[src/hdl/result_fifo_pkg.sv]
// Constants shared by the result buffer and its item sequencer.
// Assumes an 8-bit register address space reached through a register pointer.
package result_fifo_pkg;

  // ***************************************************************
  // Register addresses and reset values
  // ***************************************************************
  localparam logic [7:0] ADDR_CONFIG = 8'hDF;
  localparam logic [7:0] ADDR_MAP = 8'hFC;
  localparam logic [7:0] ADDR_LEVEL = 8'hFD;
  localparam logic [7:0] ADDR_DATA_LOW = 8'hFE;
  localparam logic [7:0] ADDR_DATA_HIGH = 8'hFF;
  localparam logic [7:0] CONFIG_RESET = 8'h21;
  localparam logic [7:0] MAP_RESET = 8'h00;
  localparam logic [7:0] MAP_WRITE_MASK = 8'h7F;

  // ***************************************************************
  // Field positions and sizes
  // ***************************************************************
  localparam int CFG_FLICKER_BIT = 7;
  localparam int MAP_STATUS_BIT = 0;
  localparam int MAP_CH0_BIT = 1;
  localparam int MAP_CH5_BIT = 6;
  localparam int ITEM_FLICKER = 7;
  localparam int ITEM_COUNT = 8;
  localparam int CHANNELS = 6;
  localparam int DEPTH = 128;
  localparam int LEVEL_W = 8;
  localparam logic [7:0] ZERO_BYTE = 8'h00;

endpackage

[src/hdl/item_sequencer.sv]
// Steps through all eight items of one measurement cycle, one per clock, pushing the enabled ones.
// Assumes start is a one-cycle pulse from logic on clk_sys.
`timescale 1ns/1ps
module item_sequencer (
  input wire logic clk_sys,
  input wire logic rstn,
  input wire logic start,
  input wire logic [7:0] enables,
  input wire logic [7:0] status_byte,
  input wire logic [5:0][15:0] channel_data,
  input wire logic [7:0] flicker_byte,
  output logic push,
  output logic [15:0] push_data,
  output logic busy
);

  // ***************************************************************
  // Item selection
  // ***************************************************************
  logic busy_r;
  logic [2:0] idx_r;
  logic [7:0] en_r;
  logic [7:0] status_r;
  logic [5:0][15:0] chan_r;
  logic [7:0] flick_r;
  logic push_r;
  logic [15:0] push_data_r;
  logic [15:0] item_word;
  logic last_item;

  // Index 0 is the status byte, 1 to 6 the channels, 7 the flicker byte.
  function automatic logic [15:0] pick(input logic [2:0] i,
      input logic [7:0] st, input logic [5:0][15:0] ch,
      input logic [7:0] fl);
    logic [15:0] w;
    w = {result_fifo_pkg::ZERO_BYTE, st};
    if (i == 3'(result_fifo_pkg::ITEM_FLICKER)) begin
      w = {result_fifo_pkg::ZERO_BYTE, fl};
    end else if (i != 3'(result_fifo_pkg::MAP_STATUS_BIT)) begin
      w = ch[3'(i - 3'(result_fifo_pkg::MAP_CH0_BIT))];
    end
    return w;
  endfunction

  assign item_word = pick(idx_r, status_r, chan_r, flick_r);
  assign last_item = idx_r == 3'(result_fifo_pkg::ITEM_COUNT - 1);
  assign push = push_r;
  assign push_data = push_data_r;
  assign busy = busy_r;

  // ***************************************************************
  // Sequencing
  // ***************************************************************
  always_ff @(posedge clk_sys or negedge rstn) begin
    if (!rstn) begin
      busy_r <= 1'b0;
      idx_r <= 3'h0;
      en_r <= 8'h00;
      status_r <= 8'h00;
      chan_r <= '0;
      flick_r <= 8'h00;
    end else if (start && !busy_r) begin
      busy_r <= 1'b1;
      idx_r <= 3'h0;
      en_r <= enables;
      status_r <= status_byte;
      chan_r <= channel_data;
      flick_r <= flicker_byte;
    end else if (busy_r) begin
      idx_r <= 3'(idx_r + 3'h1);
      busy_r <= !last_item;
    end
  end

  always_ff @(posedge clk_sys or negedge rstn) begin
    if (!rstn) begin
      push_r <= 1'b0;
      push_data_r <= 16'h0000;
    end else begin
      push_r <= busy_r && en_r[idx_r];
      push_data_r <= item_word;
    end
  end

  AST_ONE_PASS: assert property (@(posedge clk_sys) disable iff (!rstn)
      start && !busy_r |=> busy_r [*8] ##1 !busy_r)
    else $error("Sequencer pass did not take eight cycles.");

endmodule

[src/hdl/spectral_result_fifo.sv]
// Readout buffer for measurement results, reached through a register pointer.
// Assumes the serial bus controller and producer run on clk_sys.
// What this block does
// Holds queued results in 128 entries of two bytes each.
// An item arriving with all 128 entries unread sets overflow, is dropped.
// Register pointer wraps from the upper data address back to the lower.
// Reading the upper data address pops one entry and lowers the level.
// Burst reads pop exactly once per two-byte entry consumed.
// Data addresses read zero while the level is zero.
// Buffer interrupt is high while unread data is held.
// Read-only fill level, 0 to 128 entries, at its own address.
// Map bits 1 to 6 queue channels 0 to 5, two bytes each.
// Map bit 0 queues the status byte as one two-byte entry, upper byte zero.
// Channel 5 enable is ignored while flicker detection is on.
// Config bit 7 queues flicker bytes only while flicker detection is on.
// Host keeps the reserved config bits at their default pattern.
// Items of one cycle enter in ascending map bit order.
`timescale 1ns/1ps
module spectral_result_fifo #(
  parameter int DEPTH = result_fifo_pkg::DEPTH
) (
  input wire logic clk_sys,
  input wire logic rstn,
  input wire logic ptr_load,
  input wire logic [7:0] ptr_addr,
  input wire logic reg_rd,
  input wire logic reg_wr,
  input wire logic [7:0] reg_wdata,
  output logic [7:0] reg_rdata,
  output logic [7:0] reg_ptr,
  input wire logic meas_valid,
  input wire logic [7:0] measurement_status_byte,
  input wire logic [5:0][15:0] channel_data,
  input wire logic [7:0] flicker_byte,
  input wire logic flicker_detect_enable,
  input wire logic overflow_clear,
  output logic overflow_flag,
  output logic buffer_data_irq,
  output logic seq_busy
);

  localparam int AW = $clog2(DEPTH);
  localparam int LW = result_fifo_pkg::LEVEL_W;
  localparam logic [LW-1:0] LEVEL_FULL = LW'(DEPTH);
  localparam logic [LW-1:0] LEVEL_EMPTY = LW'(0);

  // ***************************************************************
  // Registers and storage
  // ***************************************************************
  logic [7:0] ptr_r;
  logic [7:0] buffer_config_r;
  logic [7:0] buffer_source_select_r;
  logic [LW-1:0] buffer_fill_count_r;
  logic [LW-1:0] level_nxt;
  logic [AW-1:0] rd_idx_r;
  logic [AW-1:0] wr_idx_r;
  logic [15:0] store_r [DEPTH];
  logic overflow_r;
  logic [7:0] rdata_r;

  function automatic logic [7:0] next_ptr(input logic [7:0] p);
    return (p == result_fifo_pkg::ADDR_DATA_HIGH) ?
        result_fifo_pkg::ADDR_DATA_LOW : 8'(p + 8'h01);
  endfunction

  // ***************************************************************
  // Decoding
  // ***************************************************************
  wire level_zero = buffer_fill_count_r == LEVEL_EMPTY;
  wire full = buffer_fill_count_r == LEVEL_FULL;
  wire rd_go = reg_rd && !ptr_load;
  wire wr_go = reg_wr && !ptr_load && !reg_rd;
  wire at_low = ptr_r == result_fifo_pkg::ADDR_DATA_LOW;
  wire at_high = ptr_r == result_fifo_pkg::ADDR_DATA_HIGH;
  wire pop = rd_go && at_high && !level_zero;
  wire push;
  wire [15:0] push_data;
  wire accept = push && !full;
  wire reject = push && full;
  wire [15:0] head_word = level_zero ? 16'h0000 : store_r[rd_idx_r];
  wire [7:0] map_rd = buffer_source_select_r &
      result_fifo_pkg::MAP_WRITE_MASK;
  wire [7:0] rd_value =
      at_low ? head_word[7:0] :
      at_high ? head_word[15:8] :
      (ptr_r == result_fifo_pkg::ADDR_LEVEL) ? buffer_fill_count_r :
      (ptr_r == result_fifo_pkg::ADDR_MAP) ? map_rd :
      (ptr_r == result_fifo_pkg::ADDR_CONFIG) ? buffer_config_r : 8'h00;

  wire ch5_en = buffer_source_select_r[result_fifo_pkg::MAP_CH5_BIT] &&
      !flicker_detect_enable;
  wire flick_en = buffer_config_r[result_fifo_pkg::CFG_FLICKER_BIT] &&
      flicker_detect_enable;
  wire [7:0] enables = {flick_en, ch5_en,
      buffer_source_select_r[result_fifo_pkg::MAP_CH5_BIT-1:0]};

  assign level_nxt = LW'(buffer_fill_count_r + LW'(accept) - LW'(pop));
  assign reg_rdata = rdata_r;
  assign reg_ptr = ptr_r;
  assign overflow_flag = overflow_r;
  assign buffer_data_irq = !level_zero;

  // ***************************************************************
  // Item sequencer
  // ***************************************************************
  item_sequencer u_seq (
    .clk_sys(clk_sys),
    .rstn(rstn),
    .start(meas_valid),
    .enables(enables),
    .status_byte(measurement_status_byte),
    .channel_data(channel_data),
    .flicker_byte(flicker_byte),
    .push(push),
    .push_data(push_data),
    .busy(seq_busy)
  );

  // ***************************************************************
  // Register port
  // ***************************************************************
  always_ff @(posedge clk_sys or negedge rstn) begin
    if (!rstn) begin
      ptr_r <= 8'h00;
      rdata_r <= 8'h00;
    end else if (ptr_load) begin
      ptr_r <= ptr_addr;
    end else if (rd_go || wr_go) begin
      ptr_r <= next_ptr(ptr_r);
      if (rd_go) begin
        rdata_r <= rd_value;
      end
    end
  end

  // The reserved config bits are stored as written; the host keeps them.
  always_ff @(posedge clk_sys or negedge rstn) begin
    if (!rstn) begin
      buffer_config_r <= result_fifo_pkg::CONFIG_RESET;
      buffer_source_select_r <= result_fifo_pkg::MAP_RESET;
    end else if (wr_go) begin
      if (ptr_r == result_fifo_pkg::ADDR_CONFIG) begin
        buffer_config_r <= reg_wdata;
      end
      if (ptr_r == result_fifo_pkg::ADDR_MAP) begin
        buffer_source_select_r <= reg_wdata & result_fifo_pkg::MAP_WRITE_MASK;
      end
    end
  end

  // ***************************************************************
  // Buffer pointers and level
  // ***************************************************************
  always_ff @(posedge clk_sys or negedge rstn) begin
    if (!rstn) begin
      rd_idx_r <= '0;
      wr_idx_r <= '0;
      buffer_fill_count_r <= LEVEL_EMPTY;
      overflow_r <= 1'b0;
    end else begin
      buffer_fill_count_r <= level_nxt;
      if (pop) begin
        rd_idx_r <= AW'(rd_idx_r + 1'b1);
      end
      if (accept) begin
        wr_idx_r <= AW'(wr_idx_r + 1'b1);
      end
      // A drop in the clearing cycle still leaves the flag set.
      if (reject) begin
        overflow_r <= 1'b1;
      end else if (overflow_clear) begin
        overflow_r <= 1'b0;
      end
    end
  end

  always_ff @(posedge clk_sys) begin
    if (accept) begin
      store_r[wr_idx_r] <= push_data;
    end
  end

  // ***************************************************************
  // Checks
  // ***************************************************************
  AST_POP_LEVEL: assert property (@(posedge clk_sys) disable iff (!rstn)
      pop && !accept |=> buffer_fill_count_r ==
      LW'($past(buffer_fill_count_r) - 1'b1))
    else $error("Upper data read did not lower the level by one.");

  AST_LOW_NO_POP: assert property (@(posedge clk_sys) disable iff (!rstn)
      rd_go && at_low && !push |=> $stable(buffer_fill_count_r) &&
      $stable(rd_idx_r))
    else $error("Lower data read consumed an entry.");

  AST_PTR_WRAP: assert property (@(posedge clk_sys) disable iff (!rstn)
      rd_go && at_high |=> ptr_r == result_fifo_pkg::ADDR_DATA_LOW ##1
      1'b1)
    else $error("Pointer did not wrap to the lower data address.");

  AST_OVERFLOW: assert property (@(posedge clk_sys) disable iff (!rstn)
      push && full && !pop |=> overflow_r &&
      buffer_fill_count_r == LEVEL_FULL && $stable(wr_idx_r))
    else $error("Item arriving at full level was not dropped.");

  AST_EMPTY_ZERO: assert property (@(posedge clk_sys) disable iff (!rstn)
      rd_go && level_zero && (at_low || at_high) |=>
      rdata_r == 8'h00)
    else $error("Data read at zero level was not zero.");

  AST_IRQ_FOLLOWS: assert property (@(posedge clk_sys) disable iff (!rstn)
      level_zero && push |=> buffer_data_irq)
    else $error("Interrupt not raised after data entered.");

  AST_LEVEL_RANGE: assert property (@(posedge clk_sys) disable iff (!rstn)
      buffer_fill_count_r <= LEVEL_FULL)
    else $error("Fill level above the buffer depth.");

  AST_LEVEL_READ: assert property (@(posedge clk_sys) disable iff (!rstn)
      rd_go && ptr_r == result_fifo_pkg::ADDR_LEVEL |=>
      rdata_r == $past(buffer_fill_count_r))
    else $error("Level read returned a wrong value.");

  AST_CH5_MASK: assert property (@(posedge clk_sys) disable iff (!rstn)
      flicker_detect_enable |-> !enables[result_fifo_pkg::MAP_CH5_BIT] &&
      (enables[result_fifo_pkg::ITEM_FLICKER] ==
      buffer_config_r[result_fifo_pkg::CFG_FLICKER_BIT]))
    else $error("Flicker mode enables are wrong.");

  AST_FIFO_ORDER: assert property (@(posedge clk_sys) disable iff (!rstn)
      level_zero && accept && !pop ##1 rd_go && at_low |=>
      rdata_r == $past(push_data[7:0], 2))
    else $error("Head entry differs from first stored item.");

endmodule

[config.mk]
export PLATFORM = sky130hd
export DESIGN_NAME = spectral_result_fifo
export DESIGN_NICKNAME = d
export VERILOG_FILES = /design/src/hdl/result_fifo_pkg.sv /design/src/hdl/item_sequencer.sv /design/src/hdl/spectral_result_fifo.sv
export SDC_FILE = /design/constraint.sdc
export NUM_CORES = 2
export LEC_CHECK = 0
export ABC_AREA = 1
export BUFFER_PORTS_ARGS = -buffer_cell sky130_fd_sc_hd__buf_2
export CORE_ASPECT_RATIO = 1.2
export CORE_UTILIZATION = 50
export DETAILED_ROUTE_END_ITERATION = 10
export HOLD_SLACK_MARGIN = 0.1
export PLACE_DENSITY = 0.67
export SLEW_MARGIN = 20
export SYNTH_ARGS = -nofsm -noshare
export SYNTH_HDL_FRONTEND = slang
export SYNTH_SLANG_ARGS = --single-unit
export TNS_END_PERCENT = 20
[constraint.sdc]
create_clock -name clk_sys -period 4 [get_ports clk_sys]
set_input_delay 0.2 -clock clk_sys [delete_from_list [all_inputs] [get_ports clk_sys]]
set_output_delay 0.2 -clock clk_sys [all_outputs]
set_load 0.05 [all_outputs]
==> impl_metrics.tcl <==
set metrics [dict create \
    status "complete, no violations" \
    clkSinkCount 2243 \
    synth_nets 8833 \
    post_drt_wl_per_cell_um 22.8 \
    ir_drop_uv 516 \
    clockPowerShare_pct 29.3 \
    netlist_instances 8674 \
    power_leakage_nw 41.9 \
    first_iter_violations 7845 \
    dr.pass1.iters 9 \
    whs_path_depth 4 \
    finClkSkew_ns 0.0352 \
    final_core_util_pct 57.8 \
    p_per_area_mw_per_mm2 618 \
    final_common_cell "nand2_1" \
    vias 66100 \
    netlist_area_mm2 0.0940 \
    seqPwrFrac_pct 46.8 \
    drv_cap 0 \
    cts_tree "built" \
    drc 0 \
    syn_to_final_growth_pct 15.0 \
    final_cell_mix "nand2_1 (2358), edfxtp_1 (2048), nor2_1 (1332)" \
    relSlewSlack_pct 19.8 \
    viasPerCell 5.60 \
    core_mm2 0.187 \
    setup-tns-final_ns 0 \
    critPathArrivalTime_ns 4.08 \
    r2r_start "reg_ptr[0]" \
    critPathMaxFanout 10 \
    cts_max_path_buffers 3 \
    cp-start-kind "flop" \
    cts_buffers 209 \
    nFillCells 14700 \
    first_global_vias 64200 \
    cts_root_buf "clkbuf_16" \
    synth_cell_type_count 41 \
    combPwrFrac_pct 23.9 \
    finalSetupViolations 0 \
    r2r_end "buffer_fill_count_r[6]" \
    antenna_found_initial 8 \
    cp-end-kind "flop" \
    clk_pin_slew_ns 0.07 \
    swShare_pct 33.9 \
    intPower_w 0.0442 \
    timing.fmax_ghz 0.304 \
    io_buffers 154 \
    dieArea_mm2 0.190 \
    whs_endpoint "u_seq.en_r[7]" \
    place_congestion 0.967 \
    cts_resized 0 \
    worstMarginPinSlew_ns 1.20 \
    finalMaxSlewViolations 0 \
    die_w_um 398 \
    rr_worst_depth 16 \
    ant_nets 0 \
    min_period_ns 3.29 \
    finalNetCount 9310 \
    yosys_warnings 0 \
    io_pins 155 \
    wirelength_mm 269 \
    ys_ff_latch 2243 \
    critPathKind "flop to flop" \
    clkLatencyLatePin_ns 0.88 \
    cp.required_ns 4.79 \
    rrSetupSlack_ns 0.71 \
    grt_start_max_net_pins 135 \
    grt.total_usage_pct 28.1 \
    switchingPower_w 0.0226 \
    hold_viol_final 0 \
    ys_seq_area_share_pct 70.6 \
    hold_path.class "primary input to flop" \
    num_rows 174 \
    multiInputGateArea_mm2 0.0230 \
    grt-ovfl-total 0 \
    cts-htree-levels 4 \
    die_h_um 477 \
    hp-start "flicker_detect_enable" \
    place_hpwl_mm 153 \
    layout-drive-gt1-share_pct 8.46 \
    synth_area_per_cell_um2 10.8 \
    rsz0062_at_grt "no" \
    post-route-period-util_pct 82.4 \
    grt_pass1_wl_mm 399 \
    start_util_pct 50.3 \
    final-seq-area_mm2 0.0665 \
]
-- per-stage QoR --
| step | setup WS (ns) | std cells | total power, W | instance area [um2] | hold slack (ns) |
|---|---|---|---|---|---|
| finish | 0.705 | 11800 | 0.0668 | 108000 | 0.171 |
| global route | 0.339 | 11800 | 0.0691 | 108000 | 0.190 |
| CTS | 0.754 | 11800 | 0.0664 | 108000 | 0.121 |
| detailed placement | 0.785 | 11100 | 0.0469 | 98400 | 0.370 |
| global placement | 0.666 | 11100 | 0.0465 | 98400 | 0.363 |
| floorplan | 0.607 | 8674 | 0.0400 | 94000 | -0.0956 |
-- flip-flops by register name, summed over array words and instances, names as in the netlist --
name / cells
buffer_source_select_r: 7
u_seq.idx_r: 3
rd_idx_r: 7
wr_idx_r: 7
u_seq.busy: 1
u_seq.en_r: 8
u_seq.flick_r: 8
u_seq.push: 1
reg_ptr: 8
store_r: 2048
u_seq.chan_r: 96
u_seq.status_r: 8
overflow_flag: 1
buffer_config_r: 8
buffer_fill_count_r: 8
u_seq.push_data: 16
reg_rdata: 8
-- synthesized netlist by cell type, drive strengths merged --
library cell | count | share of area (%)
xor2 | 18 | 0.17
fa | 1 | 0.021
ha | 22 | 0.29
nor3 | 8 | 0.043
a22oi | 1 | 0.0080
xnor2 | 2 | 0.019
edfxtp | 2048 | 65
inv | 582 | 2.3
o221ai | 2 | 0.019
nor4 | 2 | 0.013
nand3 | 553 | 2.9
o22ai | 20 | 0.13
a21oi | 143 | 0.79
buf | 274 | 1.7
nand3b | 1 | 0.0080
o211ai | 158 | 1.3
o21ai | 710 | 3.8
a311oi | 1 | 0.0093
clkbuf | 211 | 0.84
nand4 | 8 | 0.053
nand2 | 2360 | 9.4
mux2 | 1 | 0.012
dfstp | 2 | 0.056
or2 | 4 | 0.027
mux2i | 8 | 0.085
clkinv | 6 | 0.024
nor2 | 1335 | 5.3
dfrtp | 193 | 5.1
-- area by class of cell --
type                            count  share of cell area (%)
Multi-Input combinational cell   5358                    21.3
Inverter                          588                    2.07
Tap cell                         2464                    2.85
Clock buffer                      284                    5.24
Antenna cell                        4                 0.00926
Clock inverter                    102                   0.922
Sequential cell                  2243                    61.5
Timing Repair Buffer              751                    6.12
-- power by group through the flow --
stage          sequential [W]  clock, W  combinational [W]
6_report               0.0313    0.0195             0.0160
4_1_cts                0.0312    0.0197             0.0155
3_5_place_dp           0.0317         0             0.0151
5_1_grt                0.0314    0.0206             0.0172
2_1_floorplan          0.0314         0            0.00856
3_3_place_gp           0.0316         0             0.0149
-- worst max-delay path by stage --
stage | startpoint | to | depth (start not counted)
floorplan | reg_ptr[1] | buffer_fill_count_r[6] | 16
global placement | reg_ptr[0] | buffer_fill_count_r[6] | 16
detailed placement | reg_ptr[0] | buffer_fill_count_r[6] | 16
CTS | reg_ptr[0] | buffer_fill_count_r[6] | 16
global route | reg_ptr[1] | buffer_fill_count_r[6] | 16
finish | reg_ptr[0] | buffer_fill_count_r[6] | 16
-- routing by layer --
layer	vias up	global-route usage [%]	routed length, um
met3	707	4.63	23000
met1	32000	36.6	102000
met5	-	0	32
li1	30100	-	-
met4	6	14.8	15100
met2	3261	45.3	128000
-- cell families (layout without fill, tap and decap cells) --
kind of cell | count (synthesis) | after routing | synth area share, %
flops | 2243 | 2243 | 70.6
compound gates | 1035 | 1035 | 6.02
fa+ha+maj | 23 | 23 | 0.314
xor+xnor | 20 | 20 | 0.186
other cells | 0 | 4 | 0
buf+inv | 1073 | 1725 | 4.92
mux | 9 | 9 | 0.0972
simple gates | 4271 | 4271 | 17.9
-- timing repair --
action / CTS / global route
hold buffers: 301 / 0
hold endpoints to repair: 318 / 0
buffers inserted: 0 / 0
-- critical path, cell delays in order (launching register included) --
cell,delay [ns]
dfrtp_1,0.40
ha_1,0.20
nand2_1,0.11
nor2_1,0.18
nand2_2,0.19
nor2_2,0.17
nand2_1,0.10
inv_1,0.13
ha_1,0.25
inv_1,0.07
ha_1,0.15
inv_1,0.06
fa_1,0.43
o21ai_0,0.32
a21oi_1,0.12
o21ai_0,0.20
xor2_1,0.16
No activity file was read; power rests on OpenSTA's default activity.
